File: src/rtl/mmpwm_pkg.sv
package mmpwm_pkg;
    localparam int MMPWM_ADDR_W = 8;
    localparam int MMPWM_NUM_MATCH = 7;
    localparam int MMPWM_NUM_OUT = 6;

    // Register byte offsets
    localparam logic [7:0] MMPWM_OFF_STATUS = 8'h00;
    localparam logic [7:0] MMPWM_OFF_CTRL = 8'h04;
    localparam logic [7:0] MMPWM_OFF_COUNT = 8'h08;
    localparam logic [7:0] MMPWM_OFF_PRESCALE = 8'h0c;
    localparam logic [7:0] MMPWM_OFF_PRECOUNT = 8'h10;
    localparam logic [7:0] MMPWM_OFF_MATCH_CTRL = 8'h14;
    localparam logic [7:0] MMPWM_OFF_MATCH0 = 8'h18;
    localparam logic [7:0] MMPWM_OFF_OUT_CTRL = 8'h34;
    localparam logic [7:0] MMPWM_OFF_RELEASE = 8'h38;
    localparam logic [7:0] MMPWM_OFF_MASK = 8'h3c;

    // Control register fields
    localparam int MMPWM_CTRL_RUN = 0;
    localparam int MMPWM_CTRL_HOLD = 1;
    localparam int MMPWM_CTRL_PWM = 3;
    localparam int MMPWM_CTRL_W = 4;

    // Match control: three bits per match register
    localparam int MMPWM_MC_INT = 0;
    localparam int MMPWM_MC_RST = 1;
    localparam int MMPWM_MC_STOP = 2;
    localparam int MMPWM_MC_W = 21;

    // Output control: double-edge select at bit n, enable at bit 8+n
    localparam int MMPWM_OC_SEL_LSB = 0;
    localparam int MMPWM_OC_ENA_LSB = 8;
    localparam int MMPWM_OC_W = 15;

    // Reset values
    localparam logic [31:0] MMPWM_RST_WORD = 32'h0000_0000;
    localparam logic [1:0] MMPWM_RESP_OKAY = 2'h0;
    localparam logic [1:0] MMPWM_RESP_SLVERR = 2'h2;
endpackage

File: src/rtl/mmpwm_top.sv
// Design decisions made here: the register offsets and the AXI4-Lite register port.
`timescale 1ns/1ps
`default_nettype none
// Contract
// - 32-bit counter behind 32-bit prescaler counts clock cycles, timebase for outputs.
// - Seven match registers compared with counter; matches drive events and edges.
// - Cycle match register resets the count, setting the shared period.
// - Single-edge output uses cycle register plus one edge register.
// - Single-edge output rises at cycle start, falls at its own match.
// - Double-edge output uses cycle register plus two edge registers.
// - Double-edge edges anywhere in cycle; positive or negative pulses allowed.
// - Seven registers give six single, three double, or a mix.
// - Per match: continue, stop or reset timer, each with optional interrupt.
// - Software releases new match values; applied only at cycle boundary. With modulation off, match writes apply at once.
// - Period and width any whole count; all outputs share repetition rate.
// - With modulation off, plain timer with matches and interrupts, no outputs.
module mmpwm_top
    import mmpwm_pkg::*;
(
    // Clock and reset
    input wire logic aclk,
    input wire logic aresetn,
    // AXI4-Lite write address
    input wire logic [MMPWM_ADDR_W-1:0] s_axi_awaddr,
    input wire logic s_axi_awvalid,
    output logic s_axi_awready,
    // AXI4-Lite write data
    input wire logic [31:0] s_axi_wdata,
    input wire logic [3:0] s_axi_wstrb,
    input wire logic s_axi_wvalid,
    output logic s_axi_wready,
    // AXI4-Lite write response
    output logic [1:0] s_axi_bresp,
    output logic s_axi_bvalid,
    input wire logic s_axi_bready,
    // AXI4-Lite read address
    input wire logic [MMPWM_ADDR_W-1:0] s_axi_araddr,
    input wire logic s_axi_arvalid,
    output logic s_axi_arready,
    // AXI4-Lite read data
    output logic [31:0] s_axi_rdata,
    output logic [1:0] s_axi_rresp,
    output logic s_axi_rvalid,
    input wire logic s_axi_rready,
    // Modulated outputs, index 0 is output 1
    output logic [MMPWM_NUM_OUT-1:0] pwm_out,
    // Interrupt
    output logic irq
);
    function automatic logic [31:0] merge_bytes(input logic [31:0] old_v,
                                                input logic [31:0] new_v,
                                                input logic [3:0] strb);
        logic [31:0] res;
        res = old_v;
        for (int b = 0; b < 4; b++) begin
            if (strb[b]) begin
                res[8*b +: 8] = new_v[8*b +: 8];
            end
        end
        return res;
    endfunction

    // Index of a match register word, or 7 when not a match address
    function automatic logic [2:0] match_index(input logic [MMPWM_ADDR_W-1:0] addr);
        logic [2:0] idx;
        idx = 3'h7;
        for (int i = 0; i < MMPWM_NUM_MATCH; i++) begin
            if (addr == MMPWM_OFF_MATCH0 + 8'(4 * i)) begin
                idx = 3'(i);
            end
        end
        return idx;
    endfunction

    // Register state
    logic [MMPWM_CTRL_W-1:0] ctrl_q, ctrl_d;
    logic [31:0] prescale_q, prescale_d;
    logic [MMPWM_MC_W-1:0] mctrl_q, mctrl_d;
    logic [31:0] shadow_q [MMPWM_NUM_MATCH], shadow_d [MMPWM_NUM_MATCH];
    logic [31:0] active_q [MMPWM_NUM_MATCH], active_d [MMPWM_NUM_MATCH];
    logic [MMPWM_OC_W-1:0] octrl_q, octrl_d;
    logic [MMPWM_NUM_MATCH-1:0] release_q, release_d, status_q, status_d, mask_q, mask_d;
    logic irq_q, irq_d;

    // Bus state
    logic awready_q, awready_d, wready_q, wready_d, bvalid_q, bvalid_d;
    logic arready_q, arready_d, rvalid_q, rvalid_d;
    logic [1:0] bresp_q, bresp_d, rresp_q, rresp_d;
    logic [31:0] rdata_q, rdata_d;

    // Timebase
    logic tick, pwm_mode, cycle_end;
    logic [31:0] count_q, precount_q;
    logic [MMPWM_NUM_MATCH-1:0] match, match_rst, match_stop, match_int;

    assign pwm_mode = ctrl_q[MMPWM_CTRL_PWM];

    always_comb begin
        for (int i = 0; i < MMPWM_NUM_MATCH; i++) begin
            match[i] = tick && (count_q == active_q[i]);
            match_int[i] = mctrl_q[3*i + MMPWM_MC_INT];
            match_rst[i] = mctrl_q[3*i + MMPWM_MC_RST];
            match_stop[i] = mctrl_q[3*i + MMPWM_MC_STOP];
        end
        // In modulation mode the cycle register always closes the period
        cycle_end = match[0] && (pwm_mode || match_rst[0]);
    end

    mmpwm_timebase u_timebase (
        .aclk(aclk),
        .aresetn(aresetn),
        .run(ctrl_q[MMPWM_CTRL_RUN]),
        .hold_zero(ctrl_q[MMPWM_CTRL_HOLD]),
        .zero_on_tick(cycle_end || |(match & match_rst)),
        .prescale(prescale_q),
        .tick(tick),
        .count_q(count_q),
        .precount_q(precount_q)
    );

    // Output channels; channel n uses match n as fall, and as rise
    // either the cycle match (single edge) or match n-1 (double edge)
    genvar gn;
    generate
        for (gn = 1; gn <= MMPWM_NUM_OUT; gn++) begin : g_out
            logic dbl;
            logic rise;
            // Output 1 has no lower neighbour besides the cycle register
            assign dbl = (gn > 1) && octrl_q[MMPWM_OC_SEL_LSB + gn];
            assign rise = dbl ? match[gn-1] : match[0];
            mmpwm_edge_out u_edge (
                .aclk(aclk),
                .aresetn(aresetn),
                .enable(pwm_mode && octrl_q[MMPWM_OC_ENA_LSB + gn]),
                .rise(rise),
                .fall(match[gn]),
                .level_q(pwm_out[gn-1])
            );
        end
    endgenerate

    // Bus handshakes: write taken only with address and data together
    logic wr_take, rd_take;
    logic [2:0] wr_idx, rd_idx;
    logic [31:0] wval;

    assign wr_take = awready_q && wready_q;
    assign rd_take = arready_q;
    assign wr_idx = match_index(s_axi_awaddr);
    assign rd_idx = match_index(s_axi_araddr);

    always_comb begin
        awready_d = 1'b0;
        wready_d = 1'b0;
        if (s_axi_awvalid && s_axi_wvalid && !awready_q && !bvalid_q) begin
            awready_d = 1'b1;
            wready_d = 1'b1;
        end
        bvalid_d = bvalid_q;
        bresp_d = bresp_q;
        if (bvalid_q && s_axi_bready) begin
            bvalid_d = 1'b0;
        end
        if (wr_take) begin
            bvalid_d = 1'b1;
            bresp_d = MMPWM_RESP_OKAY;
            if (wr_idx == 3'h7 && s_axi_awaddr != MMPWM_OFF_STATUS
                && s_axi_awaddr != MMPWM_OFF_CTRL && s_axi_awaddr != MMPWM_OFF_PRESCALE
                && s_axi_awaddr != MMPWM_OFF_MATCH_CTRL && s_axi_awaddr != MMPWM_OFF_OUT_CTRL
                && s_axi_awaddr != MMPWM_OFF_RELEASE && s_axi_awaddr != MMPWM_OFF_MASK) begin
                bresp_d = MMPWM_RESP_SLVERR;
            end
        end
    end

    // Register file next state
    always_comb begin
        ctrl_d = ctrl_q;
        prescale_d = prescale_q;
        mctrl_d = mctrl_q;
        octrl_d = octrl_q;
        mask_d = mask_q;
        release_d = release_q;
        status_d = status_q;
        wval = MMPWM_RST_WORD;
        for (int i = 0; i < MMPWM_NUM_MATCH; i++) begin
            shadow_d[i] = shadow_q[i];
            active_d[i] = active_q[i];
        end
        if (|(match & match_stop)) begin
            ctrl_d[MMPWM_CTRL_RUN] = 1'b0;
        end
        // Released values move over only at the period boundary
        if (pwm_mode && cycle_end) begin
            for (int i = 0; i < MMPWM_NUM_MATCH; i++) begin
                if (release_q[i]) begin
                    active_d[i] = shadow_q[i];
                end
            end
            release_d = '0;
        end
        if (wr_take) begin
            case (s_axi_awaddr)
                MMPWM_OFF_STATUS: begin
                    wval = merge_bytes(MMPWM_RST_WORD, s_axi_wdata, s_axi_wstrb);
                    status_d = status_q & ~wval[MMPWM_NUM_MATCH-1:0];
                end
                MMPWM_OFF_CTRL: begin
                    wval = merge_bytes(32'(ctrl_q), s_axi_wdata, s_axi_wstrb);
                    ctrl_d = wval[MMPWM_CTRL_W-1:0];
                end
                MMPWM_OFF_PRESCALE: prescale_d = merge_bytes(prescale_q, s_axi_wdata, s_axi_wstrb);
                MMPWM_OFF_MATCH_CTRL: begin
                    wval = merge_bytes(32'(mctrl_q), s_axi_wdata, s_axi_wstrb);
                    mctrl_d = wval[MMPWM_MC_W-1:0];
                end
                MMPWM_OFF_OUT_CTRL: begin
                    wval = merge_bytes(32'(octrl_q), s_axi_wdata, s_axi_wstrb);
                    octrl_d = wval[MMPWM_OC_W-1:0];
                end
                MMPWM_OFF_RELEASE: begin
                    wval = merge_bytes(32'(release_q), s_axi_wdata, s_axi_wstrb);
                    release_d = release_d | wval[MMPWM_NUM_MATCH-1:0];
                end
                MMPWM_OFF_MASK: begin
                    wval = merge_bytes(32'(mask_q), s_axi_wdata, s_axi_wstrb);
                    mask_d = wval[MMPWM_NUM_MATCH-1:0];
                end
                default: begin
                    if (wr_idx != 3'h7) begin
                        shadow_d[wr_idx] = merge_bytes(shadow_q[wr_idx], s_axi_wdata,
                                                       s_axi_wstrb);
                        // Plain timer takes the value at once
                        if (!pwm_mode) begin
                            active_d[wr_idx] = shadow_d[wr_idx];
                        end
                    end
                end
            endcase
        end
        // Hardware set wins over a clear in the same cycle
        status_d = status_d | (match & match_int);
        irq_d = |(status_d & mask_d);
    end

    // Read path
    always_comb begin
        arready_d = s_axi_arvalid && !arready_q && !rvalid_q;
        rvalid_d = rvalid_q;
        rresp_d = rresp_q;
        rdata_d = rdata_q;
        if (rvalid_q && s_axi_rready) begin
            rvalid_d = 1'b0;
        end
        if (rd_take) begin
            rvalid_d = 1'b1;
            rresp_d = MMPWM_RESP_OKAY;
            case (s_axi_araddr)
                MMPWM_OFF_STATUS: rdata_d = 32'(status_q);
                MMPWM_OFF_CTRL: rdata_d = 32'(ctrl_q);
                MMPWM_OFF_COUNT: rdata_d = count_q;
                MMPWM_OFF_PRESCALE: rdata_d = prescale_q;
                MMPWM_OFF_PRECOUNT: rdata_d = precount_q;
                MMPWM_OFF_MATCH_CTRL: rdata_d = 32'(mctrl_q);
                MMPWM_OFF_OUT_CTRL: rdata_d = 32'(octrl_q);
                MMPWM_OFF_RELEASE: rdata_d = 32'(release_q);
                MMPWM_OFF_MASK: rdata_d = 32'(mask_q);
                default: begin
                    if (rd_idx != 3'h7) begin
                        rdata_d = shadow_q[rd_idx];
                    end else begin
                        rdata_d = MMPWM_RST_WORD;
                        rresp_d = MMPWM_RESP_SLVERR;
                    end
                end
            endcase
        end
    end

    always_ff @(posedge aclk) begin
        if (!aresetn) begin
            ctrl_q <= '0;
            prescale_q <= MMPWM_RST_WORD;
            mctrl_q <= '0;
            octrl_q <= '0;
            release_q <= '0;
            status_q <= '0;
            mask_q <= '0;
            irq_q <= 1'b0;
            for (int i = 0; i < MMPWM_NUM_MATCH; i++) begin
                shadow_q[i] <= MMPWM_RST_WORD;
                active_q[i] <= MMPWM_RST_WORD;
            end
            awready_q <= 1'b0;
            wready_q <= 1'b0;
            bvalid_q <= 1'b0;
            bresp_q <= MMPWM_RESP_OKAY;
            arready_q <= 1'b0;
            rvalid_q <= 1'b0;
            rresp_q <= MMPWM_RESP_OKAY;
            rdata_q <= MMPWM_RST_WORD;
        end else begin
            ctrl_q <= ctrl_d;
            prescale_q <= prescale_d;
            mctrl_q <= mctrl_d;
            octrl_q <= octrl_d;
            release_q <= release_d;
            status_q <= status_d;
            mask_q <= mask_d;
            irq_q <= irq_d;
            for (int i = 0; i < MMPWM_NUM_MATCH; i++) begin
                shadow_q[i] <= shadow_d[i];
                active_q[i] <= active_d[i];
            end
            awready_q <= awready_d;
            wready_q <= wready_d;
            bvalid_q <= bvalid_d;
            bresp_q <= bresp_d;
            arready_q <= arready_d;
            rvalid_q <= rvalid_d;
            rresp_q <= rresp_d;
            rdata_q <= rdata_d;
        end
    end

    assign s_axi_awready = awready_q;
    assign s_axi_wready = wready_q;
    assign s_axi_bvalid = bvalid_q;
    assign s_axi_bresp = bresp_q;
    assign s_axi_arready = arready_q;
    assign s_axi_rvalid = rvalid_q;
    assign s_axi_rresp = rresp_q;
    assign s_axi_rdata = rdata_q;
    assign irq = irq_q;
endmodule
`default_nettype wire

File: src/rtl/mmpwm_timebase.sv
`timescale 1ns/1ps
`default_nettype none
module mmpwm_timebase
    import mmpwm_pkg::*;
(
    // Clock and reset
    input wire logic aclk,
    input wire logic aresetn,
    // Control
    input wire logic run,
    input wire logic hold_zero,
    input wire logic zero_on_tick,
    input wire logic [31:0] prescale,
    // State
    output logic tick,
    output logic [31:0] count_q,
    output logic [31:0] precount_q
);
    logic [31:0] count_d;
    logic [31:0] precount_d;

    always_comb begin
        tick = run && !hold_zero && (precount_q == prescale);
        count_d = count_q;
        precount_d = precount_q;
        if (hold_zero) begin
            count_d = MMPWM_RST_WORD;
            precount_d = MMPWM_RST_WORD;
        end else if (tick) begin
            precount_d = MMPWM_RST_WORD;
            count_d = zero_on_tick ? MMPWM_RST_WORD : count_q + 32'h0000_0001;
        end else if (run) begin
            precount_d = precount_q + 32'h0000_0001;
        end
    end

    always_ff @(posedge aclk) begin
        if (!aresetn) begin
            count_q <= MMPWM_RST_WORD;
            precount_q <= MMPWM_RST_WORD;
        end else begin
            count_q <= count_d;
            precount_q <= precount_d;
        end
    end
endmodule
`default_nettype wire

File: src/rtl/mmpwm_edge_out.sv
`timescale 1ns/1ps
`default_nettype none
module mmpwm_edge_out (
    // Clock and reset
    input wire logic aclk,
    input wire logic aresetn,
    // Edge events
    input wire logic enable,
    input wire logic rise,
    input wire logic fall,
    // Output level
    output logic level_q
);
    logic level_d;

    // Fall wins a tie so a zero-width pulse stays low
    always_comb begin
        level_d = level_q;
        if (!enable) begin
            level_d = 1'b0;
        end else if (fall) begin
            level_d = 1'b0;
        end else if (rise) begin
            level_d = 1'b1;
        end
    end

    always_ff @(posedge aclk) begin
        if (!aresetn) begin
            level_q <= 1'b0;
        end else begin
            level_q <= level_d;
        end
    end
endmodule
`default_nettype wire

File: config.mk
export PLATFORM = sky130hd
export DESIGN_NAME = mmpwm_top
export DESIGN_NICKNAME = d
export VERILOG_FILES = /design/src/rtl/mmpwm_pkg.sv /design/src/rtl/mmpwm_top.sv /design/src/rtl/mmpwm_timebase.sv /design/src/rtl/mmpwm_edge_out.sv
export SDC_FILE = /design/constraint.sdc
export NUM_CORES = 2
export LEC_CHECK = 0
export BUFFER_PORTS_ARGS = -buffer_cell sky130_fd_sc_hd__buf_2
export CORE_MARGIN = 5
export CORE_UTILIZATION = 48
export CTS_BUF_LIST = sky130_fd_sc_hd__clkbuf_4 sky130_fd_sc_hd__clkbuf_8 sky130_fd_sc_hd__clkbuf_16
export CTS_CLUSTER_DIAMETER = 120
export DETAILED_ROUTE_END_ITERATION = 6
export PLACE_DENSITY_LB_ADDON = 0.05
export SKIP_CTS_REPAIR_TIMING = 1
export SYNTH_ARGS = -nofsm -noshare
export SYNTH_HDL_FRONTEND = slang
export SYNTH_HIERARCHICAL = 1
export SYNTH_SLANG_ARGS = --single-unit
File: constraint.sdc
create_clock -name aclk -period 5.45 [get_ports aclk]
set_clock_uncertainty 0.15 [all_clocks]
set_input_delay 1.635 -clock aclk [delete_from_list [all_inputs] [get_ports aclk]]
set_output_delay 1.635 -clock aclk [all_outputs]
set_load 0.05 [all_outputs]
==> reports/metrics.csv <==
metric,value,unit
status,completed,
fill_cells,7041,
power_frac_comb,0.050,
seqCellArea,13000,µm²
cap_violations,0,
grt_max_degree,256,
antenna_found_initial,15,
worst_path_max_delay_cell,nor4_1,
ir_drop,0.280,mV
syn_inst,4310,
crit_family,simple AND/OR/NAND/NOR gates,
drive_gt1_frac,0.138,
hpwl,112000,µm
required,5790,ps
cp_cell_sequence,xor2_1 > nor4_1 > nand4_1 > nor3_1 > buf_4 > nand2_1 > o2111ai_2 > inv_1 > a2111oi_0 > o22ai_1,
worst_slew_pin_slew,1390,ps
min_path_type,reg2reg,
routabilityCongestion,1.09,
initial_core_util,0.483,
grtUsageTotal,0.402,
cts.path.max_buffers,3,
clk_pin_slew,60,ps
io_pins,107,
ys_async_sr_fraction,0,
clock_latency,630,ps
rsz0062_at_grt,no,
instances_no_fill,5283,
first_pass_iters,7,
synth_top_cell_by_area,dfxtp_1,
finalPower,10.8,mW
syn_area,35200,µm²
grt_overflow,0,
routed_wl,165000,µm
p_sw_frac,0.241,
dp_cells,5142,
critPathMaxStageDelay,870,ps
core_area,72800,µm²
switchingPower,2.61,mW
drtAntennaViolNets,0,
finalCritPeriodShare,0.838,
die_x,281,µm
hold_violations,0,
clock_sinks,650,
grt_pass1_wl,232000,µm
cts_root_buf,clkbuf_16,
slew_viol_final,0,
power_density,273,nW/µm²
crit_buf_inv,2,
setup_violations,0,
dr.first_iter.drc_count,4627,
cp.arrival,4900,ps
drc,0,
wire_per_inst,31.2,µm
cp-end-kind,flop,
criticalPathCategory,reg2reg,
max_slew_margin,0.0721,
die_h,281,µm
synth.avg_cell_area,8.17,µm²
num_vias,34300,
ys.flop_type,dfxtp_1,
seqPwrFrac,0.441,
ys_types,82,
yosysSeqAreaShare,0.370,
nets,4323,
clockPowerShare,0.508,
synth-edff-count,0,
yosys-top-cells-area,"dfxtp_1, mux2i_1, nand2_1",
multi_input_area,20800,µm²
die_area,78900,µm²
leakage,17.6,nW
syn2layout_area_growth,12.8,%
crit_path_start_kind,flop,
internal-power,8.23,mW
htreeDepth,3,
finalSetupTns,0,ps
num_rows,99,
max_freq,219,MHz
synth_top_area_share,0.370,
io_buffers,104,
hold_slack,316,ps
path_max_fanout,9,
period_needed,4570,ps
yosys_warnings,6,
cts_buffers,77,
cts_tree,done,
ys_ff_latch,650,
grt_pass1_vias,31400,
vias_per_cell,6.50,
[final cells by class]
type | count | area share
antenna | 6 | 0.000378
clock buffer | 110 | 0.0584
clock inverter | 25 | 0.00872
inverter | 29 | 0.00274
multi-input combinational | 3234 | 0.523
sequential | 650 | 0.328
tap | 959 | 0.0302
timing repair buffer | 270 | 0.0492
[cells in the final DEF, fill, tap and decap left out, types with 21 or more instances in the layout]
master,instances
o22ai_1,55
a21oi_1,141
xnor2_1,56
nor4_1,99
o2bb2ai_1,21
mux2i_1,279
or2_2,30
inv_1,28
a221oi_1,34
clkbuf_16,81
nor3_1,66
a31oi_1,27
xor2_1,224
a41oi_1,22
nand2_1,663
a21boi_0,58
nor2_1,81
nand4_1,46
a222oi_1,33
buf_4,153
a221o_1,33
and2_1,233
nor2b_1,54
nand3_1,104
mux2_2,95
o21ai_0,437
buf_2,102
and3_1,121
dfxtp_1,649
a22oi_1,38
[sequential cells by signal, indices dropped and copies added (netlist names), 4 cells and up]
| signal | flops |
|---|---|
| prescale_q | 32 |
| s_axi_rdata | 32 |
| active_q | 224 |
| release_q | 7 |
| u_timebase/count_q | 32 |
| mask_q | 7 |
| u_timebase/precount_q | 32 |
| shadow_q | 224 |
| status_q | 7 |
| octrl_q | 15 |
| ctrl_q | 4 |
| mctrl_q | 21 |
| g_out.u_edge/level_q | 6 |
[final timing paths]
kind | from | end | slack, ps | depth (start not counted)
setup / recovery | u_timebase/count_q[22] | u_timebase/count_q[20] | 880 | 10
hold / removal | s_axi_rvalid | s_axi_arready | 320 | 1
setup reg to reg | u_timebase/count_q[22] | u_timebase/count_q[20] | 880 | 10
hold reg to reg | s_axi_rvalid | s_axi_arready | 320 | 1
[cells in the mapped netlist, drive strengths merged (5+ instances only)]
cell     number
a211oi        9
a21boi       58
a21o         12
a21oi       142
a221o        33
a221oi       34
a222oi       33
a22o          6
a22oi        38
a31o         12
a31oi        27
a41o          7
a41oi        22
and2        236
and3        121
buf          30
clkbuf      368
dfxtp       650
inv          28
mux2         95
mux2i       279
nand2       663
nand2b        6
nand3       113
nand3b       13
nand4        46
nor2         89
nor2b        55
nor3         74
nor4        104
nor4b         6
o211a         8
o21ai       445
o22ai        55
o2bb2ai      21
o31ai         5
or2          31
or3           6
or4           8
xnor2        56
xor2        224
[logic make-up (layout without fill, tap and decap cells)]
logic type,after synthesis,after routing,share of synthesized area
adders and majority gates,2,2,0.000711
buffers and inverters,427,434,0.0466
other,1,8,0.000106
and+or+nand+nor,1584,1584,0.227
xor gates and xnor gates,280,280,0.0696
DFF,650,650,0.370
AOI/OAI and AO/OA,992,992,0.177
muxes,374,374,0.110
[metal layers]
metal  part of all wire  up-vias  track usage
li1                   -    15200            -
met1               0.40    16400        0.526
met2               0.42     2128        0.593
met3               0.12      570        0.114
met4              0.071       12        0.231
met5            0.00048        -            0
[metrics by stage]
step	worst slack, ps	utilization	area, µm²
final	881	0.546	39700
after global routing	819	0.545	39700
after CTS	1180	0.545	39700
after detailed placement	711	0.509	37100
after global placement	741	0.509	37100
after floorplan	1350	-	35200
[power groups by stage]
stage	combinational [mW]	sequential [mW]	clock (mW)
global placement	0.524	4.89	0
floorplan	0.251	4.95	0
detailed placement	0.524	4.89	0
global route	0.561	4.79	5.74
CTS	0.525	4.79	5.55
finish	0.546	4.79	5.52
Power figures use the tool's default switching activity.
